File: config.mk
export PLATFORM = sky130hd
export DESIGN_NAME = i2c_slave_config_access
export DESIGN_NICKNAME = d
export VERILOG_FILES = /design/src/hw/i2c_slave_config_access.v
export VERILOG_INCLUDE_DIRS = /design/src /design/src/hw
export SDC_FILE = /design/constraint.sdc
export NUM_CORES = 1
export LEC_CHECK = 0
export BUFFER_PORTS_ARGS = -buffer_cell sky130_fd_sc_hd__clkbuf_2
export CORE_MARGIN = 1.5
export CORE_UTILIZATION = 40
export CTS_BUF_LIST = sky130_fd_sc_hd__clkbuf_8
export DETAILED_ROUTE_END_ITERATION = 6
export GPL_TIMING_DRIVEN = 0
export PLACE_DENSITY_LB_ADDON = 0.15
export RECOVER_POWER = 100
export SYNTH_ARGS = -nofsm -noshare
export SYNTH_HDL_FRONTEND = slang
export SYNTH_SLANG_ARGS = --single-unit
File: constraint.sdc
create_clock -name clock -period 3.5 [get_ports clock]
set_input_delay 0.7 -clock clock [delete_from_list [all_inputs] [get_ports clock]]
set_output_delay 0.7 -clock clock [all_outputs]
set_load 0.02 [all_outputs]
File: src/hw/i2c_cfg_regs.vh
// constants for the serial configuration-access slave
`ifndef I2C_CFG_REGS_VH
`define I2C_CFG_REGS_VH

// slave address configuration register, port 0 space only
`define SLV_CFG_PORT 4'h0
`define SLV_CFG_OFF 12'h294
`define SLV_CFG_RST 32'h0000005F
// slave address layout: upper bits from the register, low bits strapped
`define SLV_ADDR_HI 6
`define SLV_ADDR_LO 3

// command byte 0 operation codes
`define OP_WRITE 3'h3
`define OP_READ 3'h4

// bit and byte counts and indices within a packet
`define BITS_PER_BYTE 4'h8
`define CMD_BYTES 3'h4
`define NAK_INDEX 3'h7
`define TOP_LANE 2'h3

// bus protocol state machine, receive and transmit
`define ST_IDLE 3'h0
`define ST_RXB 3'h1
`define ST_ACK 3'h2
`define ST_TXB 3'h3
`define ST_RACK 3'h4
`define ST_WAIT 3'h5

`endif

File: src/hw/i2c_slave_config_access.v
// serial-bus slave giving an outside master access to config registers
`timescale 1ns/1ps
`include "i2c_cfg_regs.vh"
`default_nettype none

module i2c_slave_config_access (
    // clock and reset
    input wire clock,
    input wire rst_n,
    // serial bus pins
    input wire scl_in,
    input wire sda_in,
    output wire sda_out,
    output reg sda_oe,
    // address strap pins
    input wire [2:0] addr_strap,
    // internal register access port
    output reg reg_req,
    output reg reg_we,
    output reg [3:0] reg_port,
    output reg [11:0] reg_addr,
    output reg [3:0] reg_be,
    output reg [31:0] reg_wdata,
    input wire reg_ack,
    input wire [31:0] reg_rdata,
    // slave address register load from the link side
    input wire link_cfg_we,
    input wire [31:0] link_cfg_wdata,
    output reg [31:0] slave_cfg
);

    reg scl_m_ff, scl_s_ff, scl_d_ff;
    reg sda_m_ff, sda_s_ff, sda_d_ff;
    reg [2:0] strap_m_ff, strap_s_ff;
    reg [2:0] st_ff;
    reg [3:0] bit_ff;
    reg [7:0] shr_ff;
    reg addr_ph_ff;
    reg rw_ff;
    reg [2:0] cnt_ff;
    reg [2:0] got_ff;
    reg [1:0] txi_ff;
    reg busy_ff;
    reg [7:0] c0_ff, c1_ff, c2_ff, c3_ff;
    reg [31:0] wdat_ff;
    reg [31:0] buf_ff;

    wire scl_rise = scl_s_ff & ~scl_d_ff;
    wire scl_fall = ~scl_s_ff & scl_d_ff;
    wire bus_start = scl_s_ff & scl_d_ff & sda_d_ff & ~sda_s_ff;
    wire bus_stop = scl_s_ff & scl_d_ff & ~sda_d_ff & sda_s_ff;

    // open-drain: only ever pulls low
    assign sda_out = 1'b0;

    function sel_ok;
        input [3:0] sel;
        begin
            case (sel)
                4'h0, 4'h1, 4'h2, 4'h8, 4'h9, 4'hA, 4'hC, 4'hD, 4'hE:
                    sel_ok = 1'b1;
                default:
                    sel_ok = 1'b0;
            endcase
        end
    endfunction

    function [3:0] lane_mask;
        input [2:0] n;
        begin
            case (n)
                3'h1: lane_mask = 4'h8;
                3'h2: lane_mask = 4'hC;
                3'h3: lane_mask = 4'hE;
                3'h4: lane_mask = 4'hF;
                default: lane_mask = 4'h0;
            endcase
        end
    endfunction

    wire [3:0] cmd_sel = {c1_ff[2:0], c2_ff[7]};
    wire [11:0] cmd_addr = {c2_ff[1:0], c3_ff, 2'b00};
    wire [3:0] cmd_be = c2_ff[5:2];
    // reserved bits, codes or selectors spoil the command
    wire cmd_clean = (c0_ff[7:3] == 5'h00) && (c1_ff[7:3] == 5'h00) &&
                     ~c2_ff[6] && sel_ok(cmd_sel);
    wire cmd_wr = cmd_clean && (c0_ff[2:0] == `OP_WRITE);
    wire cmd_rd = cmd_clean && (c0_ff[2:0] == `OP_READ);
    // the address register lives here, and only in port 0 space
    wire cmd_local = (cmd_sel == `SLV_CFG_PORT) &&
                     (cmd_addr == `SLV_CFG_OFF);
    wire [6:0] my_addr = {slave_cfg[`SLV_ADDR_HI:`SLV_ADDR_LO],
                          strap_s_ff};
    wire [3:0] wr_be = cmd_be & lane_mask(got_ff);
    // kept at two bits so the lane index wraps 0 -> 3 when indexing
    wire [1:0] nxt_txi = txi_ff - 2'h1;
    // a write is flushed when its packet ends, so short writes still land
    wire commit = (bus_start | bus_stop) && cmd_wr && (got_ff != 3'h0) &&
                  (wr_be != 4'h0) && ~busy_ff;
    wire rd_go = (st_ff == `ST_ACK) && scl_fall && ~rw_ff &&
                 (cnt_ff == `CMD_BYTES) && cmd_rd;

    // pin synchronisers; the first stage feeds only the second
    always @(posedge clock or negedge rst_n) begin
        if (!rst_n) begin
            scl_m_ff <= 1'b1;
            scl_s_ff <= 1'b1;
            scl_d_ff <= 1'b1;
            sda_m_ff <= 1'b1;
            sda_s_ff <= 1'b1;
            sda_d_ff <= 1'b1;
            strap_m_ff <= 3'h7;
            strap_s_ff <= 3'h7;
        end else begin
            scl_m_ff <= scl_in;
            scl_s_ff <= scl_m_ff;
            scl_d_ff <= scl_s_ff;
            sda_m_ff <= sda_in;
            sda_s_ff <= sda_m_ff;
            sda_d_ff <= sda_s_ff;
            strap_m_ff <= addr_strap;
            strap_s_ff <= strap_m_ff;
        end
    end

    // address register: loaded from the link side, never from the bus
    always @(posedge clock or negedge rst_n) begin
        if (!rst_n) begin
            slave_cfg <= `SLV_CFG_RST;
        end else if (link_cfg_we) begin
            slave_cfg <= link_cfg_wdata;
        end
    end

    // bus protocol engine; matches addresses against my_addr, the upper slave_cfg bits plus the strap pins
    always @(posedge clock or negedge rst_n) begin
        if (!rst_n) begin
            st_ff <= `ST_IDLE;
            bit_ff <= 4'h0;
            shr_ff <= 8'h00;
            addr_ph_ff <= 1'b0;
            rw_ff <= 1'b0;
            cnt_ff <= 3'h0;
            got_ff <= 3'h0;
            txi_ff <= `TOP_LANE;
            sda_oe <= 1'b0;
            c0_ff <= 8'h00;
            c1_ff <= 8'h00;
            c2_ff <= 8'h00;
            c3_ff <= 8'h00;
            wdat_ff <= 32'h00000000;
        end else if (bus_start) begin
            // repeated start may join command and read packets
            st_ff <= `ST_RXB;
            bit_ff <= 4'h0;
            addr_ph_ff <= 1'b1;
            got_ff <= 3'h0;
            sda_oe <= 1'b0;
        end else if (bus_stop) begin
            st_ff <= `ST_IDLE;
            got_ff <= 3'h0;
            sda_oe <= 1'b0;
        end else begin
            case (st_ff)
                `ST_RXB: begin
                    if (scl_rise) begin
                        shr_ff <= {shr_ff[6:0], sda_s_ff};
                        bit_ff <= bit_ff + 4'h1;
                    end else if (scl_fall && bit_ff == `BITS_PER_BYTE) begin
                        bit_ff <= 4'h0;
                        if (addr_ph_ff) begin
                            addr_ph_ff <= 1'b0;
                            if (shr_ff[7:1] == my_addr) begin
                                rw_ff <= shr_ff[0];
                                cnt_ff <= 3'h0;
                                txi_ff <= `TOP_LANE;
                                sda_oe <= 1'b1;
                                st_ff <= `ST_ACK;
                            end else begin
                                st_ff <= `ST_IDLE;
                            end
                        end else begin
                            case (cnt_ff)
                                3'h0: c0_ff <= shr_ff;
                                3'h1: c1_ff <= shr_ff;
                                3'h2: c2_ff <= shr_ff;
                                3'h3: c3_ff <= shr_ff;
                                // first data byte lands in byte 3
                                3'h4: wdat_ff[31:24] <= shr_ff;
                                3'h5: wdat_ff[23:16] <= shr_ff;
                                3'h6: wdat_ff[15:8] <= shr_ff;
                                default: wdat_ff[7:0] <= shr_ff;
                            endcase
                            if (cnt_ff >= `CMD_BYTES) begin
                                got_ff <= got_ff + 3'h1;
                            end
                            cnt_ff <= cnt_ff + 3'h1;
                            // eighth byte after the address is refused
                            sda_oe <= (cnt_ff != `NAK_INDEX);
                            st_ff <= `ST_ACK;
                        end
                    end
                end
                `ST_ACK: begin
                    if (scl_fall) begin
                        if (rw_ff) begin
                            // send buffer, byte 3 first
                            shr_ff <= buf_ff[8 * txi_ff +: 8];
                            sda_oe <= ~buf_ff[8 * txi_ff + 7];
                            bit_ff <= 4'h0;
                            st_ff <= `ST_TXB;
                        end else begin
                            sda_oe <= 1'b0;
                            // a refused byte leaves the rest of the packet
                            if (!sda_oe) begin
                                st_ff <= `ST_WAIT;
                            end else begin
                                st_ff <= `ST_RXB;
                            end
                        end
                    end
                end
                `ST_TXB: begin
                    if (scl_rise) begin
                        bit_ff <= bit_ff + 4'h1;
                    end else if (scl_fall) begin
                        if (bit_ff == `BITS_PER_BYTE) begin
                            sda_oe <= 1'b0;
                            st_ff <= `ST_RACK;
                        end else begin
                            sda_oe <= ~shr_ff[6];
                            shr_ff <= {shr_ff[6:0], 1'b0};
                        end
                    end
                end
                `ST_RACK: begin
                    if (scl_rise && sda_s_ff) begin
                        st_ff <= `ST_WAIT;
                    end else if (scl_fall) begin
                        // lane index wraps 0 -> 3 by plain decrement
                        txi_ff <= nxt_txi;
                        shr_ff <= buf_ff[8 * nxt_txi +: 8];
                        sda_oe <= ~buf_ff[8 * nxt_txi + 7];
                        bit_ff <= 4'h0;
                        st_ff <= `ST_TXB;
                    end
                end
                `ST_WAIT: begin
                    sda_oe <= 1'b0;
                end
                default: begin
                    sda_oe <= 1'b0;
                    st_ff <= `ST_IDLE;
                end
            endcase
        end
    end

    // register access requests and the read buffer
    always @(posedge clock or negedge rst_n) begin
        if (!rst_n) begin
            reg_req <= 1'b0;
            reg_we <= 1'b0;
            reg_port <= 4'h0;
            reg_addr <= 12'h000;
            reg_be <= 4'h0;
            reg_wdata <= 32'h00000000;
            busy_ff <= 1'b0;
            buf_ff <= 32'h00000000;
        end else begin
            reg_req <= 1'b0;
            if (busy_ff && reg_ack) begin
                busy_ff <= 1'b0;
                if (!reg_we) begin
                    buf_ff <= reg_rdata;
                end
            end
            if (commit && !cmd_local) begin
                // address register is never written from the bus
                reg_req <= 1'b1;
                reg_we <= 1'b1;
                reg_port <= cmd_sel;
                reg_addr <= cmd_addr;
                reg_be <= wr_be;
                reg_wdata <= wdat_ff;
                busy_ff <= 1'b1;
            end else if (rd_go && cmd_local) begin
                buf_ff <= slave_cfg;
            end else if (rd_go && !busy_ff) begin
                reg_req <= 1'b1;
                reg_we <= 1'b0;
                reg_port <= cmd_sel;
                reg_addr <= cmd_addr;
                reg_be <= cmd_be;
                busy_ff <= 1'b1;
            end
        end
    end

endmodule

`default_nettype wire

==> impl_results.md, run 1 <==
- Status: complete, but fails checks
- Failing checks: max-capacitance violations, max-slew violations
- Synth Area in XOR/XNOR: 1.06%
- Top cells by area, synth: dfrtp_1, mux2_2, mux2_4, dfstp_2, mux2i_1
- Port Buffers: 156
- DR WL met2: 10,400 um
- Synth Area in Adders: 1.64%
- Nets: 1,052
- Flops & latches, synth: 219
- Core footprint: 24,300 um2
- Vias per inst: 5.00
- Crit. End Element: flop
- Final wirelength: 23,000 um
- DP HPWL: 16,300 um
- Slew margin rel.: -61.2%
- I/O pin cnt: 161
- Clock-pin slew on the worst setup and hold paths: 0.06 ns
- Largest net degree at the start of global routing: 93
- Sequential element share of the synthesized area: 55.6%
- Row count: 57
- Yosys warnings: 0
- TritonCTS buffer count: 40
- Number of gates resized after cts: 0
- Post-DRT Antenna Nets: 0
- DR WL/cell: 17.4 um
- Worst min path class: primary input to flop
- DR top layer: met4
- Final worst slack: 0.455 ns
- Starting Density: 40.7%
- Fin. Hold Viols: 0
- Iter 0 DRT Violations: 297
- Clock Tree Buf Depth: 3
- Leak: 5.85 nW
- Non-Filler Instances: 1,322
- Clk sinks: 219
- Setup bufs post-CTS: 0
- VDD IR max: 0.347 mV
- Hold WS: 0.256 ns
- DIE HEIGHT: 160 um
- Primary FF master, synth: dfrtp_1
- Mapped Area: 9890 um2
- Mux share of post-synthesis cell area: 24.0%
- Design area: 11,700 um2
- Area growth from synthesis to layout: 18.2%
- DRC errors left: 0
- Global route overflow: 0
- Pre-Repair DR Iteration Count: 6
- Setup tns final: 0 ns
- Worst-Skew Late Latency: 0.53 ns
- Chip Width: 160 um
- Global Route Usage Sum: 18.2%
- Die area: 25,700 um2
- Initial antenna violation count: 0
- Synth top area share: 50.3%
- Top cell type by total area after synthesis: dfrtp_1
- WP data required: 3.91 ns
- Worst-Margin Slew: 2.42 ns
- Most frequent cells in the layout: dfrtp_1, clkbuf_1, mux2_2
- Post-Synth Simple-Gate Area: 7.85%
- Post-synth cell types: 66
- Min Tclk post-route: 3.04 ns
- First-pass GRT wire length: 37,200 um
- Routed vias: 6,612
- Dpl ws: 0.476 ns
- Slew Limit Fails: 40
- Synthesized instance count: 764
- Htree depth: 2
- Crit Path Class: flop to flop
- CTS tree: done
- Vias in the first global route: 6,773
- Period utilization: 87.0%
- Compound-cell area share of the yosys netlist: 6.83%
- Crit path max fanout: 10
- Diodes inserted: 0
- PwrDens: 491 nW/um2
- Post-CTS Hold Buffers: 0
- Fmax: 0.328 GHz
- Synth async-reset ratio: 100%
- Routability cong.: 0.835
- Layout cell share with drive strength beyond 1: 27.0%
- Root buffer cell: clkbuf_8
- Syn Area/Cell: 12.9 um2
- Crit start category: flop
- Max_cap viols: 1
- Critical Path AT: 3.46 ns
- Largest family of logic cells by synthesized area: multiplexers
- Placed cell count: 1,248
- RSZ-0062 raised after global routing: false
- Number of flops mapped to enable cells by yosys: 0
- Routed wl met3: 1590 um
- Placement Cell Area: 11,200 um2
- Clock Skews: 0.0257 ns
- Setup violators final: 0
- Commonest non-fill, non-tap cell in the layout: dfrtp_1
- M1 WL: 10,500 um
==> worst max-delay path, stage by stage, from the launching register on <==
cell and delay, ns:
dfrtp_1 0.37, clkbuf_1 0.36, or3b_2 0.19, clkbuf_1 0.27, inv_1 0.18, ha_1 0.30, clkbuf_1 0.34, mux4_2 0.58
a32oi_1 0.23, a21oi_1 0.10
==> kinds of logic after synthesis <==
kind of cell | Yosys count
buf+inv | 62
flops | 219
fa+ha+maj | 13
simple gates | 152
other cells | 1
xor+xnor | 12
mux | 198
compound gates | 107
==> Yosys cell counts, types with 12 or more instances <==
cell	count
a21oi_1	47
inv_1	17
clkbuf_1	28
o21ai_0	12
ha_1	13
dfstp_2	20
mux2_1	12
nor2_1	58
mux2_4	36
mux2_2	98
mux2i_1	46
nand2_1	32
dfrtp_1	199
==> report_power, final <==
| group | leakage, nW | switching [W] | internal [W] | total (W) |
|---|---|---|---|---|
| logic | 2.55 | 0.000351 | 0.000210 | 0.000561 |
| registers | 2.81 | 0.0000948 | 0.00267 | 0.00276 |
| clock network | 0.494 | 0.00104 | 0.00138 | 0.00243 |
==> metrics by stage <==
step / total power, W / utilization (%)
after floorplan: 0.00310 / -
final: 0.00575 / 48.1
after global routing: 0.00602 / 48.1
after global placement: 0.00338 / 45.6
after CTS: 0.00585 / 49.2
after detailed placement: 0.00339 / 45.9
==> sequential cells by signal (all words and copies together), names as in the netlist, 10 cells and up <==
name and flops:
wdat_ff 32, reg_wdata 32, reg_addr 10, buf_ff 32, slave_cfg 32
==> cell type report <==
class,instances,area [um2]
well taps,324,405
multi-input cells,485,3980
clock inverters,23,120
repair buffers,158,728
plain buffers,45,199
clock buffers,51,702
fillers,2280,12600
flip-flops and latches,219,5510
inverters,17,63.8
==> per-layer routing <==
metal  vias to the layer above  track usage, %
li1                       3151               -
met1                      3200            24.4
met2                       214            28.5
met3                        47            5.14
met4                         0            5.90
met5                         -               0
==> worst paths after layout <==
path,start,endpoint,slack [ns],depth (start not counted)
min reg2reg,strap_m_ff[0],strap_s_ff[0],0.35,0
max,st_ff[1],shr_ff[0],0.46,9
min,scl_in,scl_m_ff,0.26,1
max reg2reg,st_ff[1],shr_ff[0],0.46,9
max in group asynchronous,rst_n,bit_ff[2],1.20,1
min in group asynchronous,rst_n,reg_wdata[5],0.90,1
No activity file was read; power rests on OpenSTA's default activity.
==> run 2: changes to the inputs <==
--- a/config.mk
+++ b/config.mk
@@ -7,8 +7,8 @@
 export NUM_CORES = 1
 export LEC_CHECK = 0
 export BUFFER_PORTS_ARGS = -buffer_cell sky130_fd_sc_hd__clkbuf_2
-export CORE_MARGIN = 1.5
-export CORE_UTILIZATION = 40
+export CORE_MARGIN = 2
+export CORE_UTILIZATION = 45
 export CTS_BUF_LIST = sky130_fd_sc_hd__clkbuf_8
 export DETAILED_ROUTE_END_ITERATION = 6
 export GPL_TIMING_DRIVEN = 0
==> impl_results.md, run 2 (same netlist as run 1, synthesis figures left out) <==
- Hold WS: 0.245 ns (was 0.256 ns)
- WP data required: 3.92 ns (was 3.91 ns)
- Routed vias: 6,638 (was 6,612)
- Worst min path class: primary input to flop (unchanged)
- Diodes inserted: 0 (unchanged)
- Fmax: 0.321 GHz (was 0.328 GHz)
- Vias per inst: 5.20 (was 5.00)
- Combinational Power Share: 9.8% (about the same)
- Area growth from synthesis to layout: 17.1% (was 18.2%)
- TritonCTS buffer count: 39 (was 40)
- DP HPWL: 16,000 um (was 16,300 um)
- Slew Limit Fails: 70 (was 40)
- First-pass GRT wire length: 36,600 um (was 37,200 um)
- Fin. Hold Viols: 0 (unchanged)
- Iter 0 DRT Violations: 256 (was 297)
- DR WL met2: 10,600 um (was 10,400 um)
- PwrDens: 492 nW/um2 (was 491 nW/um2)
- Max_cap viols: 1 (unchanged)
- Number of gates resized after cts: 0 (unchanged)
- Chip Width: 152 um (was 160 um)
- Clock Skews: 0.0137 ns (was 0.0257 ns)
- Failing checks: max-capacitance violations, max-slew violations (unchanged)
- Clock Tree Buf Depth: 3 (unchanged)
- Initial antenna violation count: 0 (unchanged)
- Routability cong.: 0.872 (was 0.835)
- Pint: 0.00421 W (was 0.00426 W)
- P_sw: 0.00149 W (about the same)
- Htree depth: 2 (unchanged)
- Crit start category: flop (unchanged)
- Final wirelength: 22,600 um (was 23,000 um)
- CTS tree: done (unchanged)
- Die area: 23,200 um2 (was 25,700 um2)
- RSZ-0062 raised after global routing: false (unchanged)
- Crit path max fanout: 10 (unchanged)
- Period utilization: 89.0% (was 87.0%)
- Layout cell share with drive strength beyond 1: 26.5% (was 27.0%)
- Critical path's slowest cell: nor4_1 (was mux4_2)
- Worst-Skew Late Latency: 0.53 ns (about the same)
- Row count: 54 (was 57)
- Register area: 5510 um2 (unchanged)
- Worst-Margin Slew: 1.78 ns (was 2.42 ns)
- Global Route Usage Sum: 19.6% (was 18.2%)
- Leak: 5.82 nW (was 5.85 nW)
- Crit. End Element: flop (unchanged)
- Post-DRT Antenna Nets: 0 (unchanged)
- DR WL/cell: 17.7 um (was 17.4 um)
- DR top layer: met4 (unchanged)
- Status: complete, but fails checks (unchanged)
- Port Buffers: 156 (unchanged)
- Most frequent cells in the layout: dfrtp_1, clkbuf_1, mux2_2 (unchanged)
- Slew margin rel.: -18.4% (was -61.2%)
- VDD IR max: 0.412 mV (was 0.347 mV)
- Setup bufs post-CTS: 0 (unchanged)
- DIE HEIGHT: 152 um (was 160 um)
- Commonest non-fill, non-tap cell in the layout: dfrtp_1 (unchanged)
- Multi-input gate area: 3960 um2 (was 3980 um2)
- Vias in the first global route: 6,735 (was 6,773)
- Reg power frac: 48.5% (was 48.0%)
- Clock-pin slew on the worst setup and hold paths: 0.06 ns (about the same)
- Min Tclk post-route: 3.11 ns (was 3.04 ns)
- Crit Path Class: flop to flop (unchanged)
- I/O pin cnt: 161 (unchanged)
- Routed wl met3: 1480 um (was 1590 um)
- Global route overflow: 0 (unchanged)
- Final Total Pwr: 0.00570 W (was 0.00575 W)
- Critical Path AT: 3.53 ns (was 3.46 ns)
- Largest net degree at the start of global routing: 86 (was 93)
- Setup violators final: 0 (unchanged)
- Largest stage delay on the critical path: 1.00 ns (was 0.58 ns)
- Nets: 1,051 (was 1,052)
- DRC errors left: 0 (unchanged)
- M1 WL: 10,100 um (was 10,500 um)
- Clk sinks: 219 (unchanged)
- Clock power frac: 41.7% (was 42.2%)
- Setup tns final: 0 ns (unchanged)
- Pre-Repair DR Iteration Count: 4 (was 6)
- Sw Ratio: 26.2% (was 25.9%)
- Starting Density: 45.6% (was 40.7%)
- Core footprint: 21,700 um2 (was 24,300 um2)
- Crit-path cells: buf_2 > or3b_1 > nor4_1 > nand3_1 > mux2_2 (was clkbuf_1 > or3b_2 > clkbuf_1 > inv_1 > ha_1 > clkbuf_1 > mux4_2 > a32oi_1 > a21oi_1)
- Post-CTS Hold Buffers: 0 (unchanged)
- Filler cells: 1,979 (was 2,280)
- Root buffer cell: clkbuf_8 (unchanged)
-- run 2: layout make-up --
| cell class | instances | area share, % |
|---|---|---|
| Buffer | 45 | 1.62 |
| Clock buffer | 49 | 5.82 |
| Clock inverter | 23 | 1.05 |
| Inverter | 17 | 0.551 |
| Multi-Input combinational cell | 485 | 34.1 |
| Sequential cell | 219 | 47.5 |
| Tap cell | 280 | 3.02 |
| Timing Repair Buffer | 158 | 6.28 |
-- run 2: path summary, 6_finish.rpt --
check / depth (start not counted) / endpoint / from / slack [ns]
setup / recovery: 5 / wdat_ff[15] / st_ff[0] / 0.39
hold / removal: 1 / sda_m_ff / sda_in / 0.25
setup reg to reg: 5 / wdat_ff[15] / st_ff[0] / 0.39
hold reg to reg: 0 / strap_s_ff[1] / strap_m_ff[1] / 0.35
max in group asynchronous: 3 / sda_d_ff / rst_n / 1.32
min in group asynchronous: 1 / reg_wdata[5] / rst_n / 0.63
-- run 2: layer usage --
layer	vias to the layer above	track usage [%]
met4	0	6.85
met5	-	0
met1	3233	26.3
li1	3152	-
met3	35	5.03
met2	218	31.1
-- run 2: power by group through the flow --
stage	Clock [W]	Sequential (W)	Combinational (W)
3_5_place_dp	0	0.00281	0.000583
2_1_floorplan	0	0.00282	0.000280
3_3_place_gp	0	0.00281	0.000565
4_1_cts	0.00245	0.00277	0.000584
6_report	0.00238	0.00276	0.000558
5_1_grt	0.00257	0.00278	0.000623
-- run 2: per-stage QoR --
step | std cells | cell area, um2 | utilization, % | setup WS, ns
2_1_floorplan | 766 | 9900 | - | 0.961
3_3_place_gp | 1202 | 11000 | 50.9 | -2.65
3_5_place_dp | 1204 | 11100 | 51.2 | 0.488
4_1_cts | 1276 | 11900 | 54.8 | 0.486
5_1_grt | 1276 | 11600 | 53.4 | 0.147
6_report | 1276 | 11600 | 53.4 | 0.386
-- run 2: critical path, delay by kind of cell (launching register included) --
family	cells	cell delay (ns)
multiplexers	1	0.45
AND/OR/NAND/NOR	3	2.05
buffers and inverters	1	0.19
flip-flops	1	0.31
==> run 3: changes to the inputs <==
--- a/config.mk
+++ b/config.mk
@@ -9,10 +9,10 @@
 export BUFFER_PORTS_ARGS = -buffer_cell sky130_fd_sc_hd__clkbuf_2
 export CORE_MARGIN = 2
 export CORE_UTILIZATION = 45
-export CTS_BUF_LIST = sky130_fd_sc_hd__clkbuf_8
+export CTS_BUF_LIST = sky130_fd_sc_hd__clkbuf_4
 export DETAILED_ROUTE_END_ITERATION = 6
 export GPL_TIMING_DRIVEN = 0
-export PLACE_DENSITY_LB_ADDON = 0.15
+export PLACE_DENSITY = 0.76
 export RECOVER_POWER = 100
 export SYNTH_ARGS = -nofsm -noshare
 export SYNTH_HDL_FRONTEND = slang
==> impl_results.md, run 3 (same netlist as run 1, synthesis figures left out) <==
- Status: complete, but fails checks (unchanged)
- Failing checks: max-capacitance violations, max-slew violations (unchanged)
- TritonCTS buffer count: 56 (was 39)
- Crit path max fanout: 10 (unchanged)
- Crit start category: flop (unchanged)
- Slew margin rel.: -71.8% (was -18.4%)
- Fin. Hold Viols: 0 (unchanged)
- Period utilization: 87.4% (was 89.0%)
- First-pass GRT wire length: 37,900 um (was 36,600 um)
- Largest net degree at the start of global routing: 116 (was 86)
- Post-DRT Antenna Nets: 0 (unchanged)
- Setup bufs post-CTS: 0 (unchanged)
- Setup violators final: 0 (unchanged)
- Crit. End Element: flop (unchanged)
- Min Tclk post-route: 3.06 ns (was 3.11 ns)
- Most frequent cells in the layout: dfrtp_1, clkbuf_1, mux2_2 (unchanged)
- Filler cells: 1,959 (was 1,979)
- Global Route Usage Sum: 20.1% (was 19.6%)
- DR WL/cell: 17.7 um (about the same)
- Routed vias: 6,874 (was 6,638)
- Worst-Skew Late Latency: 0.67 ns (was 0.53 ns)
- Clock-pin slew on the worst setup and hold paths: 0.06 ns (about the same)
- Final wirelength: 23,000 um (was 22,600 um)
- Pre-Repair DR Iteration Count: 4 (unchanged)
- I/O pin cnt: 161 (unchanged)
- Clk sinks: 219 (unchanged)
- R2R setup slack: 0.44 ns (was 0.39 ns)
- Non-Filler Instances: 1,297 (was 1,276)
- CTS tree: done (unchanged)
- Critical Path AT: 3.61 ns (was 3.53 ns)
- Nets: 1,067 (was 1,051)
- WP data required: 4.05 ns (was 3.92 ns)
- Worst-Margin Slew: 2.58 ns (was 1.78 ns)
- RSZ-0062 raised after global routing: false (unchanged)
- Crit Path Class: flop to flop (unchanged)
- Max_cap viols: 1 (unchanged)
- Clock Tree Buf Depth: 3 (unchanged)
- Number of gates resized after cts: 0 (unchanged)
- Layout cell share with drive strength beyond 1: 29.0% (was 26.5%)
- Multi-input gate area: 3980 um2 (was 3960 um2)
- Die area: 23,200 um2 (unchanged)
- Setup tns final: 0 ns (unchanged)
- Routability cong.: 0.880 (was 0.872)
- Area growth from synthesis to layout: 16.0% (was 17.1%)
- Chip Width: 152 um (unchanged)
- Initial antenna violation count: 1 (was 0)
- DRC errors left: 0 (unchanged)
- Port Buffers: 156 (unchanged)
- Row count: 54 (unchanged)
- Slew Limit Fails: 105 (was 70)
- Commonest non-fill, non-tap cell in the layout: dfrtp_1 (unchanged)
- Vias in the first global route: 7,193 (was 6,735)
- VDD IR max: 0.311 mV (was 0.412 mV)
- Htree depth: 2 (unchanged)
- PwrDens: 477 nW/um2 (was 492 nW/um2)
- DP HPWL: 16,000 um (about the same)
- Leak: 5.75 nW (was 5.82 nW)
- Final Total Pwr: 0.00547 W (was 0.00570 W)
- Register area: 5510 um2 (unchanged)
- Root buffer cell: clkbuf_4 (was clkbuf_8)
- Core footprint: 21,700 um2 (unchanged)
- Hold WS: 0.127 ns (was 0.245 ns)
- Clock Skews: 0.0366 ns (was 0.0137 ns)
- Iter 0 DRT Violations: 382 (was 256)
- Worst min path class: primary input to flop (unchanged)
- Global route overflow: 0 (unchanged)
- Post-CTS Hold Buffers: 0 (unchanged)
- Placed cell count: 1,203 (was 1,204)
- Vias per inst: 5.30 (was 5.20)
- Starting Density: 45.6% (unchanged)
- DIE HEIGHT: 152 um (unchanged)
- Fmax: 0.327 GHz (was 0.321 GHz)
## run 3: final cells by class
cell class	instances	share of cell area, %
Buffer	45	1.62
Clock inverter	10	0.589
Multi-Input combinational cell	485	34.7
Timing Repair Buffer	157	6.10
Inverter	17	0.556
Clock buffer	83	5.43
Antenna cell	1	0.0218
Sequential cell	219	48.0
Tap cell	280	3.05
## run 3: layer usage
layer,vias to the layer above,routed length (um),GRT usage [%],share of wire [%]
li1,3192,-,-,-
met1,3365,9780,26.0,43
met2,278,11000,32.4,48
met3,39,1780,5.89,7.8
met4,0,446,7.21,1.9
met5,-,0,0,0
## run 3: power by group
group / total (W) / switching, W / internal, W
logic: 0.000559 / 0.000353 / 0.000206
clock network: 0.00215 / 0.00100 / 0.00114
registers: 0.00276 / 0.000103 / 0.00266
## run 3: path summary, 6_finish.rpt
path                                from            end  cells after the start
setup / recovery               got_ff[1]  reg_wdata[29]                      8
hold / removal                    scl_in       scl_m_ff                      1
setup reg to reg               got_ff[1]  reg_wdata[29]                      8
hold reg to reg            strap_m_ff[0]  strap_s_ff[0]                      0
max in group asynchronous          rst_n     buf_ff[28]                      1
min in group asynchronous          rst_n  reg_wdata[17]                      1
## run 3: per-stage QoR
step	area [um2]	setup slack [ns]	util (%)
detailed placement	11100	0.586	51.0
finish	11500	0.442	52.9
CTS	11800	0.578	54.2
global route	11500	0.206	52.9
global placement	11000	-2.50	50.9
floorplan	9900	0.961	-
## run 3: worst max-delay path: stages, from the launching register on
cell and delay [ns]:
dfrtp_1 0.41, ha_1 0.25, a2111oi_0 0.41, nor3_1 0.15, o211ai_1 0.33, or2_0 0.21
clkbuf_1 0.28, clkbuf_1 0.53, mux2_1 0.39
